$ cat src/design/segmap_pkg.sv
// package: constants and carriers for the data memory segment map
package segmap_pkg;
   // cpu register widths
   localparam int PC_W      = 15;
   localparam int PC_HI_W   = 7;
   localparam int PC_LO_W   = 8;
   // memory-mapped pointer, page and register addresses in the upper base segment
   localparam logic [7:0] ADDR_ALT_PTR   = 8'h00FC;
   localparam logic [7:0] ADDR_STACK_PTR = 8'h00FD;
   localparam logic [7:0] ADDR_RAM_PTR   = 8'h00FE;
   localparam logic [7:0] ADDR_PAGE_REG  = 8'h00FF;
   localparam logic [7:0] ADDR_REGS_LO   = 8'h00F0;
   // reset values and interrupt vector
   localparam logic [7:0] SP_RESET       = 8'h006F;
   localparam logic [7:0] PAGE_RESET     = 8'h0000;
   localparam logic [PC_W-1:0] PC_RESET  = 15'h0000;
   localparam logic [PC_W-1:0] IRQ_VECTOR = 15'h00FF;
   // ram windows (extended address)
   localparam logic [15:0] LOW_RAM_TOP   = 16'h006F;
   localparam logic [15:0] SEG1_LO       = 16'h0100;
   localparam logic [15:0] SEG1_HI       = 16'h017F;
   localparam int RAM_DEPTH              = 256;
   // security byte answers
   localparam logic [7:0] SEC_OPEN_VAL   = 8'h0000;
   localparam logic [7:0] SEC_LOCK_VAL   = 8'h00FF;
   localparam logic [7:0] SECURED_READ   = 8'h0000;

   // pointer selection for an access
   typedef enum logic [1:0] {
      SRC_DIRECT = 2'b00,
      SRC_RAM    = 2'b01,
      SRC_ALT    = 2'b10,
      SRC_STACK  = 2'b11
   } ptr_src_e;

   // post-access pointer adjustment
   typedef enum logic [1:0] {
      ADJ_NONE = 2'b00,
      ADJ_INC  = 2'b01,
      ADJ_DEC  = 2'b10
   } ptr_adj_e;

   // datapath operations
   typedef enum logic [3:0] {
      OP_NONE   = 4'b0000,
      OP_ADD    = 4'b0001,
      OP_SUB    = 4'b0010,
      OP_AND    = 4'b0011,
      OP_OR     = 4'b0100,
      OP_XOR    = 4'b0101,
      OP_SHR    = 4'b0110,
      OP_SHL    = 4'b0111,
      OP_LDI    = 4'b1000,
      OP_DSZ    = 4'b1001,
      OP_SETB   = 4'b1010,
      OP_CLRB   = 4'b1011,
      OP_TSTB   = 4'b1100,
      OP_TSTA   = 4'b1101,
      OP_LDA    = 4'b1110,
      OP_STA    = 4'b1111
   } dp_op_e;

   // one data access request from the execution unit
   typedef struct packed {
      logic       valid;
      ptr_src_e   src;
      ptr_adj_e   adj;
      logic [7:0] addr;
      dp_op_e     op;
      logic [2:0] bit_sel;
      logic [7:0] imm;
   } data_req_s;

   // program counter control
   typedef struct packed {
      logic            load;
      logic            step;
      logic            irq;
      logic [PC_W-1:0] target;
   } pc_ctl_s;

   // programmer-side request
   typedef struct packed {
      logic            prog_mode;
      logic            rd;
      logic            sec_rd;
      logic            sec_set;
      logic [PC_W-1:0] addr;
   } prog_req_s;
endpackage

$ cat src/design/data_memory_segment_map.sv
// data memory segment map: pointers, segment extension, ram, security
module data_memory_segment_map
   import segmap_pkg::*;
(
   // clock and reset
   input  wire logic            i_clk,
   input  wire logic            i_rst,
   // execution datapath request
   input  wire data_req_s       i_req,
   input  wire pc_ctl_s         i_pc_ctl,
   // programmer port
   input  wire prog_req_s       i_prog,
   input  wire logic [7:0]      i_prog_rom_data,
   // results
   output logic [7:0]           o_rd_data,
   output logic                 o_rd_valid,
   output logic                 o_skip,
   output logic                 o_bit_test,
   output logic                 o_carry,
   output logic [15:0]          o_ext_addr,
   output logic                 o_ram_hit,
   output logic [7:0]           o_acc,
   output logic [PC_W-1:0]      o_pc,
   output logic [7:0]           o_data_page,
   output logic [7:0]           o_stack_ptr,
   // programmer answers
   output logic [7:0]           o_prog_data,
   output logic                 o_secured
);

   logic [7:0]       acc;
   logic [PC_W-1:0]  program_counter;
   logic [7:0]       ram_pointer;
   logic [7:0]       alt_ram_pointer;
   logic [7:0]       stack_pointer;
   logic [7:0]       data_page_reg;
   logic             secured;
   logic [7:0]       base_ram [0:RAM_DEPTH/2-1];
   logic [7:0]       seg1_ram [0:RAM_DEPTH/2-1];

   logic [7:0]       byte_addr;
   logic [15:0]      next_ext_addr;
   logic [7:0]       cur_val;
   logic [7:0]       next_val;
   logic             wr_en;
   logic [8:0]       alu_sum;
   logic             in_base;
   logic             in_seg1;

   // pointer step after use
   function automatic logic [7:0] adjust(input logic [7:0] p, input ptr_adj_e a);
      case (a)
         ADJ_INC: adjust = p + 8'h01;
         ADJ_DEC: adjust = p - 8'h01;
         default: adjust = p;
      endcase
   endfunction

   // base ram index: upper registers 0F0-0FF sit above the low bytes
   function automatic logic [6:0] base_index(input logic [15:0] e);
      base_index = e[6:0] | {e[7], 6'h00};
   endfunction

   // program counter halves
   wire [PC_HI_W-1:0] counter_high = program_counter[PC_W-1:PC_LO_W];
   wire [PC_LO_W-1:0] counter_low  = program_counter[PC_LO_W-1:0];

   // single-byte address selection
   always_comb begin
      case (i_req.src)
         SRC_RAM:   byte_addr = ram_pointer;
         SRC_ALT:   byte_addr = alt_ram_pointer;
         SRC_STACK: byte_addr = stack_pointer;
         default:   byte_addr = i_req.addr;
      endcase
   end

   // segment extension uses the register value before this access
   always_comb begin
      if (byte_addr[7] || i_req.src == SRC_STACK) begin
         next_ext_addr = {8'h00, byte_addr};
      end else begin
         next_ext_addr = {data_page_reg, byte_addr};
      end
   end

   // ram window decode
   assign in_base = (next_ext_addr <= LOW_RAM_TOP)
                    || (next_ext_addr[15:4] == {8'h00, ADDR_REGS_LO[7:4]});
   assign in_seg1 = (next_ext_addr >= SEG1_LO) && (next_ext_addr <= SEG1_HI);

   // current value at the addressed location
   always_comb begin
      if (next_ext_addr[15:8] == 8'h00 && byte_addr == ADDR_ALT_PTR) begin
         cur_val = alt_ram_pointer;
      end else if (next_ext_addr[15:8] == 8'h00 && byte_addr == ADDR_STACK_PTR) begin
         cur_val = stack_pointer;
      end else if (next_ext_addr[15:8] == 8'h00 && byte_addr == ADDR_RAM_PTR) begin
         cur_val = ram_pointer;
      end else if (next_ext_addr[15:8] == 8'h00 && byte_addr == ADDR_PAGE_REG) begin
         cur_val = data_page_reg;
      end else if (in_base) begin
         cur_val = base_ram[base_index(next_ext_addr)];
      end else if (in_seg1) begin
         cur_val = seg1_ram[next_ext_addr[6:0]];
      end else begin
         cur_val = 8'h00;
      end
   end

   // single-cycle alu and bit operations
   always_comb begin
      alu_sum  = 9'h000;
      next_val = cur_val;
      wr_en    = 1'b0;
      case (i_req.op)
         OP_ADD:  alu_sum = {1'b0, acc} + {1'b0, cur_val};
         OP_SUB:  alu_sum = {1'b0, acc} - {1'b0, cur_val};
         OP_LDI: begin
            next_val = i_req.imm;
            wr_en    = 1'b1;
         end
         OP_DSZ: begin
            next_val = cur_val - 8'h01;
            wr_en    = 1'b1;
         end
         OP_SETB: begin
            next_val = cur_val | (8'h01 << i_req.bit_sel);
            wr_en    = 1'b1;
         end
         OP_CLRB: begin
            next_val = cur_val & ~(8'h01 << i_req.bit_sel);
            wr_en    = 1'b1;
         end
         OP_STA: begin
            next_val = acc;
            wr_en    = 1'b1;
         end
         default: alu_sum = 9'h000;
      endcase
   end

   // accumulator and flags
   always_ff @(posedge i_clk) begin
      if (i_rst) begin
         acc     <= 8'h00;
         o_carry <= 1'b0;
      end else if (i_req.valid) begin
         case (i_req.op)
            OP_ADD, OP_SUB: begin
               acc     <= alu_sum[7:0];
               o_carry <= alu_sum[8];
            end
            OP_AND:  acc <= acc & cur_val;
            OP_OR:   acc <= acc | cur_val;
            OP_XOR:  acc <= acc ^ cur_val;
            OP_SHR: begin
               acc     <= {o_carry, acc[7:1]};
               o_carry <= acc[0];
            end
            OP_SHL: begin
               acc     <= {acc[6:0], o_carry};
               o_carry <= acc[7];
            end
            OP_LDA:  acc <= cur_val;
            default: acc <= acc;
         endcase
      end
   end

   // program counter with interrupt vector
   always_ff @(posedge i_clk) begin
      if (i_rst) begin
         program_counter <= PC_RESET;
      end else if (i_pc_ctl.irq) begin
         program_counter <= IRQ_VECTOR;
      end else if (i_pc_ctl.load) begin
         program_counter <= i_pc_ctl.target;
      end else if (i_pc_ctl.step) begin
         program_counter <= {counter_high, counter_low} + 15'h0001;
      end
   end

   // pointer and segment registers; memory-mapped write beats post-adjust
   always_ff @(posedge i_clk) begin
      if (i_rst) begin
         stack_pointer   <= SP_RESET;
         data_page_reg   <= PAGE_RESET;
         ram_pointer     <= 8'h00;
         alt_ram_pointer <= 8'h00;
      end else if (i_req.valid) begin
         if (i_req.src == SRC_RAM) begin
            ram_pointer <= adjust(ram_pointer, i_req.adj);
         end
         if (i_req.src == SRC_ALT) begin
            alt_ram_pointer <= adjust(alt_ram_pointer, i_req.adj);
         end
         if (i_req.src == SRC_STACK) begin
            stack_pointer <= adjust(stack_pointer, i_req.adj);
         end
         if (wr_en && next_ext_addr[15:8] == 8'h00) begin
            case (byte_addr)
               ADDR_ALT_PTR:   alt_ram_pointer <= next_val;
               ADDR_STACK_PTR: stack_pointer   <= next_val;
               ADDR_RAM_PTR:   ram_pointer     <= next_val;
               ADDR_PAGE_REG:  data_page_reg   <= next_val;
               default:        ;
            endcase
         end
      end
   end

   // ram arrays, no reset
   always_ff @(posedge i_clk) begin
      if (i_req.valid && wr_en && in_base) begin
         base_ram[base_index(next_ext_addr)] <= next_val;
      end
      if (i_req.valid && wr_en && in_seg1) begin
         seg1_ram[next_ext_addr[6:0]] <= next_val;
      end
   end

   // access results
   always_ff @(posedge i_clk) begin
      if (i_rst) begin
         o_rd_data  <= 8'h00;
         o_rd_valid <= 1'b0;
         o_skip     <= 1'b0;
         o_bit_test <= 1'b0;
         o_ext_addr <= 16'h0000;
         o_ram_hit  <= 1'b0;
      end else begin
         o_rd_valid <= i_req.valid;
         o_rd_data  <= i_req.valid ? cur_val : 8'h00;
         o_ext_addr <= next_ext_addr;
         o_ram_hit  <= i_req.valid && (in_base || in_seg1);
         o_skip     <= i_req.valid && i_req.op == OP_DSZ && next_val == 8'h00;
         if (i_req.valid && i_req.op == OP_TSTB) begin
            o_bit_test <= cur_val[i_req.bit_sel];
         end else if (i_req.valid && i_req.op == OP_TSTA) begin
            o_bit_test <= acc[i_req.bit_sel];
         end
      end
   end

   // security byte, reachable only from programming mode
   always_ff @(posedge i_clk) begin
      if (i_rst) begin
         secured     <= 1'b0;
         o_prog_data <= 8'h00;
      end else if (i_prog.prog_mode) begin
         if (i_prog.sec_set) begin
            secured <= 1'b1;
         end
         if (i_prog.sec_rd) begin
            o_prog_data <= secured ? SEC_LOCK_VAL : SEC_OPEN_VAL;
         end else if (i_prog.rd) begin
            o_prog_data <= secured ? SECURED_READ : i_prog_rom_data;
         end
      end
   end

   // mirrored state outputs
   always_ff @(posedge i_clk) begin
      if (i_rst) begin
         o_acc       <= 8'h00;
         o_pc        <= PC_RESET;
         o_data_page <= PAGE_RESET;
         o_stack_ptr <= SP_RESET;
         o_secured   <= 1'b0;
      end else begin
         o_acc       <= acc;
         o_pc        <= program_counter;
         o_data_page <= data_page_reg;
         o_stack_ptr <= stack_pointer;
         o_secured   <= secured;
      end
   end
endmodule

$ cat config.mk
export PLATFORM = sky130hd
export DESIGN_NAME = data_memory_segment_map
export DESIGN_NICKNAME = d
export VERILOG_FILES = /design/src/design/segmap_pkg.sv /design/src/design/data_memory_segment_map.sv
export SDC_FILE = /design/constraint.sdc
export NUM_CORES = 2
export LEC_CHECK = 0
export ABC_CLOCK_PERIOD_IN_PS = 42800
export BUFFER_PORTS_ARGS = -buffer_cell sky130_fd_sc_hd__buf_2
export CELL_PAD_IN_SITES_DETAIL_PLACEMENT = 1
export CELL_PAD_IN_SITES_GLOBAL_PLACEMENT = 1
export CORE_ASPECT_RATIO = 1.25
export CORE_MARGIN = 1.5
export CORE_UTILIZATION = 58
export CTS_CLUSTER_DIAMETER = 80
export DETAILED_ROUTE_END_ITERATION = 6
export PLACE_DENSITY_LB_ADDON = 0.1
export REMOVE_ABC_BUFFERS = 1
export SLEW_MARGIN = 15
export SYNTH_ARGS = -nofsm -noshare
export SYNTH_HDL_FRONTEND = slang
export SYNTH_SLANG_ARGS = --single-unit
$ cat constraint.sdc
create_clock -name i_clk -period 42.8 [get_ports i_clk]
set_input_delay 8.56 -clock i_clk [delete_from_list [all_inputs] [get_ports i_clk]]
set_output_delay 8.56 -clock i_clk [all_outputs]
set_load 0.05 [all_outputs]
==> impl_metrics.env <==
export IMPL_rr_worst_depth=19
export IMPL_io_pins=152
export IMPL_grt_pass1_vias=57300
export IMPL_syn_area_um2=90000
export IMPL_drtIter0Drc=6733
export IMPL_cts_resized=0
export IMPL_internal_power_mw=3.68
export IMPL_nNetsFinal=6029
export IMPL_dr_pass1_iters=6
export IMPL_endpoint_kind="flop"
export IMPL_synth_edf_count=2048
export IMPL_rows=161
export IMPL_finalSetupViolCount=0
export IMPL_worstSetupStartpointType="input port"
export IMPL_clock_root_buffer="clkbuf_16"
export IMPL_crit_type="input port to flop"
export IMPL_min_path_type="flop to flop"
export IMPL_synthCells=5776
export IMPL_cts_sinks=2181
export IMPL_worstSkewPairLatency_ns=0.89
export IMPL_postCtsHoldBufs=0
export IMPL_multi_input_area_um2=24000
export IMPL_grt_ovfl_total=0
export IMPL_pwr_share_seq=0.494
export IMPL_hpwl_mm=175
export IMPL_synth_seq_cells=2181
export IMPL_grt_antenna_before_repair=12
export IMPL_power_leakage_nw=33.4
export IMPL_skew_ns=0.0571
export IMPL_yosysSeqAreaShare=0.713
export IMPL_vias=55300
export IMPL_routed_wl_mm=287
export IMPL_chipHeight_um=443
export IMPL_ys_flop_type="edfxtp_1"
export IMPL_fin_crit_sh=0.440
export IMPL_final_seq_area_um2=64200
export IMPL_outcome="complete, no violations"
export IMPL_drc=0
export IMPL_area_growth_pct=10.3
export IMPL_grt_first_pass_wirelength_mm=410
export IMPL_fin_hold_ws_ns=0.491
export IMPL_worst_pin_slew_ns=1.31
export IMPL_arrival_ns=19.38
export IMPL_clockBufferDepth=3
export IMPL_nFillCells=13600
export IMPL_yosys_warnings=0
export IMPL_wl_per_cell_um=35.4
export IMPL_vdd_drop_max_uv=50.7
export IMPL_synthDistinctLibCells=90
export IMPL_combPwrFrac=0.150
export IMPL_cts_setup_buffers=0
export IMPL_drv_slew=0
export IMPL_io_buffers=136
export IMPL_slew_headroom=0.126
export IMPL_grt_use_total=0.365
export IMPL_cts_tree="done"
export IMPL_grt_max_degree=230
export IMPL_required_ns=43.36
export IMPL_die_area_um2=158000
export IMPL_clockPowerShare=0.355
export IMPL_p_switching_mw=1.38
export IMPL_cap_violations=0
export IMPL_tns_ns=0
export IMPL_hold_depth=1
export IMPL_core_um2=154000
export IMPL_gp_congestion=0.928
export IMPL_max_clock_freq_mhz=53.1
export IMPL_synthArstFlopShare=0
export IMPL_most_common_layout_cells="edfxtp_1 (2,048), mux2i_1 (711), nand2_1 (527), nor2_1 (413), clkbuf_16 (206)"
export IMPL_cts_clk_slew_worst_paths_ns=0.06
export IMPL_final_common_cell="edfxtp_1"
export IMPL_power_density_nw_per_um2=51.1
export IMPL_fin_total_pwr_mw=5.06
export IMPL_die_width_um=355
export IMPL_drive_gt1_frac=0.130
export IMPL_cts_max_level=4
export IMPL_numCtsBuffers=201
export IMPL_antenna_left=0
export IMPL_switching_share=0.273
export IMPL_via_per_inst=6.82
export IMPL_syn_mean_instance_area_um2=15.6
export IMPL_rsz0062_at_grt="false"
export IMPL_final_hold_viol_count=0
export IMPL_cp_max_fo=93
export IMPL_start_util=0.584
export IMPL_period_needed_ns=18.82
==> path summary, 6_finish.rpt <==
check	start	to	slack (ns)
min reg2reg	program_counter[14]$_SDFFE_PP0P_	o_pc[14]$_SDFF_PP0_	0.49
min	program_counter[14]$_SDFFE_PP0P_	o_pc[14]$_SDFF_PP0_	0.49
max	i_req[25]	seg1_ram[18][6]$_DFFE_PP_	23.98
max reg2reg	stack_pointer[1]$_SDFFE_PP1P_	seg1_ram[18][6]$_DFFE_PP_	31.74
==> logic make-up (layout without fill, tap and decap cells) <==
kind of cell	count (synthesis)	after routing	synth area share
flip-flops	2181	2181	0.713
AND/OR/NAND/NOR	1353	1353	0.0666
multiplexers	883	883	0.119
AO/OA/AOI/OAI	878	878	0.0671
buffers and inverters	391	689	0.0227
adder cells (fa/ha/maj)	49	49	0.00715
XOR/XNOR	41	41	0.00399
other	0	4	0
==> cells in the mapped netlist (17+ instances only) <==
cell | instances | area share
edfxtp_1 | 2048 | 0.68
mux2i_1 | 713 | 0.079
nand2_1 | 543 | 0.023
nor2_1 | 416 | 0.017
a21oi_1 | 178 | 0.0099
mux4_2 | 149 | 0.037
nor2b_1 | 143 | 0.0099
dfxtp_1 | 133 | 0.030
buf_2 | 127 | 0.0071
o21ai_0 | 118 | 0.0066
clkbuf_1 | 115 | 0.0048
a211oi_1 | 110 | 0.0092
o22ai_1 | 82 | 0.0057
a31oi_1 | 56 | 0.0039
nand3_1 | 56 | 0.0031
nor3_1 | 48 | 0.0027
a311oi_1 | 47 | 0.0046
ha_1 | 45 | 0.0063
a22oi_1 | 44 | 0.0037
buf_4 | 43 | 0.0036
inv_1 | 42 | 0.0018
buf_6 | 34 | 0.0043
xnor2_1 | 31 | 0.0030
and3_1 | 28 | 0.0019
o221ai_1 | 26 | 0.0025
a32oi_1 | 24 | 0.0023
a21o_1 | 21 | 0.0018
buf_1 | 21 | 0.00088
nor4_1 | 20 | 0.0014
mux2_2 | 18 | 0.0023
a221oi_1 | 17 | 0.0017
nand2b_1 | 17 | 0.0012
==> per-layer routing <==
layer  vias to the layer above  global-route usage  wire length [um]
li1                      22700                   -                 -
met1                     28500               0.460            103000
met2                      3205               0.580            136000
met3                       891              0.0684             25600
met4                        10               0.242             21900
met5                         -                   0                72
==> metrics by stage <==
| stage | worst slack (ns) | instances | cell area [um^2] | utilization |
|---|---|---|---|---|
| 2_1_floorplan | 7.38 | 5436 | 88100 | - |
| 3_3_place_gp | 23.72 | 7736 | 92600 | 0.601 |
| 3_5_place_dp | 23.48 | 7736 | 92600 | 0.601 |
| 4_1_cts | 24.28 | 8108 | 99100 | 0.643 |
| 5_1_grt | 23.77 | 8113 | 99200 | 0.644 |
| 6_report | 23.98 | 8115 | 99200 | 0.644 |
==> worst max-delay path, stage by stage <==
cell and delay, ns:
buf_2 0.44, mux4_4 0.89, buf_4 0.70, buf_4 0.81
buf_4 0.67, mux2i_1 0.31, mux2i_1 0.15, a22oi_1 0.37
o211ai_1 0.23, a32oi_1 0.58, o311ai_1 0.38, nor2_2 0.59
ha_1 0.54, o31ai_1 0.32, nor4_2 0.50, and3_1 0.41
o31ai_1 0.17, a2bb2oi_4 0.83, buf_4 0.96, buf_4 0.66
==> final cells by class <==
cell class | instances | share of cell area
Clock inverter | 111 | 0.0111
Timing Repair Buffer | 266 | 0.0180
Inverter | 51 | 0.00193
Clock buffer | 261 | 0.0547
Tap cell | 2037 | 0.0257
Antenna cell | 4 | 0.000101
Sequential cell | 2181 | 0.647
Multi-Input combinational cell | 3204 | 0.242
==> power by group through the flow <==
stage	clock network, mW	logic [mW]	registers, mW
floorplan	0	0.512	2.61
global placement	0	0.705	2.55
detailed placement	0	0.735	2.55
CTS	1.81	0.741	2.50
global route	1.87	0.787	2.50
finish	1.80	0.762	2.50
Note: power is estimated with default switching activity, not from simulation.
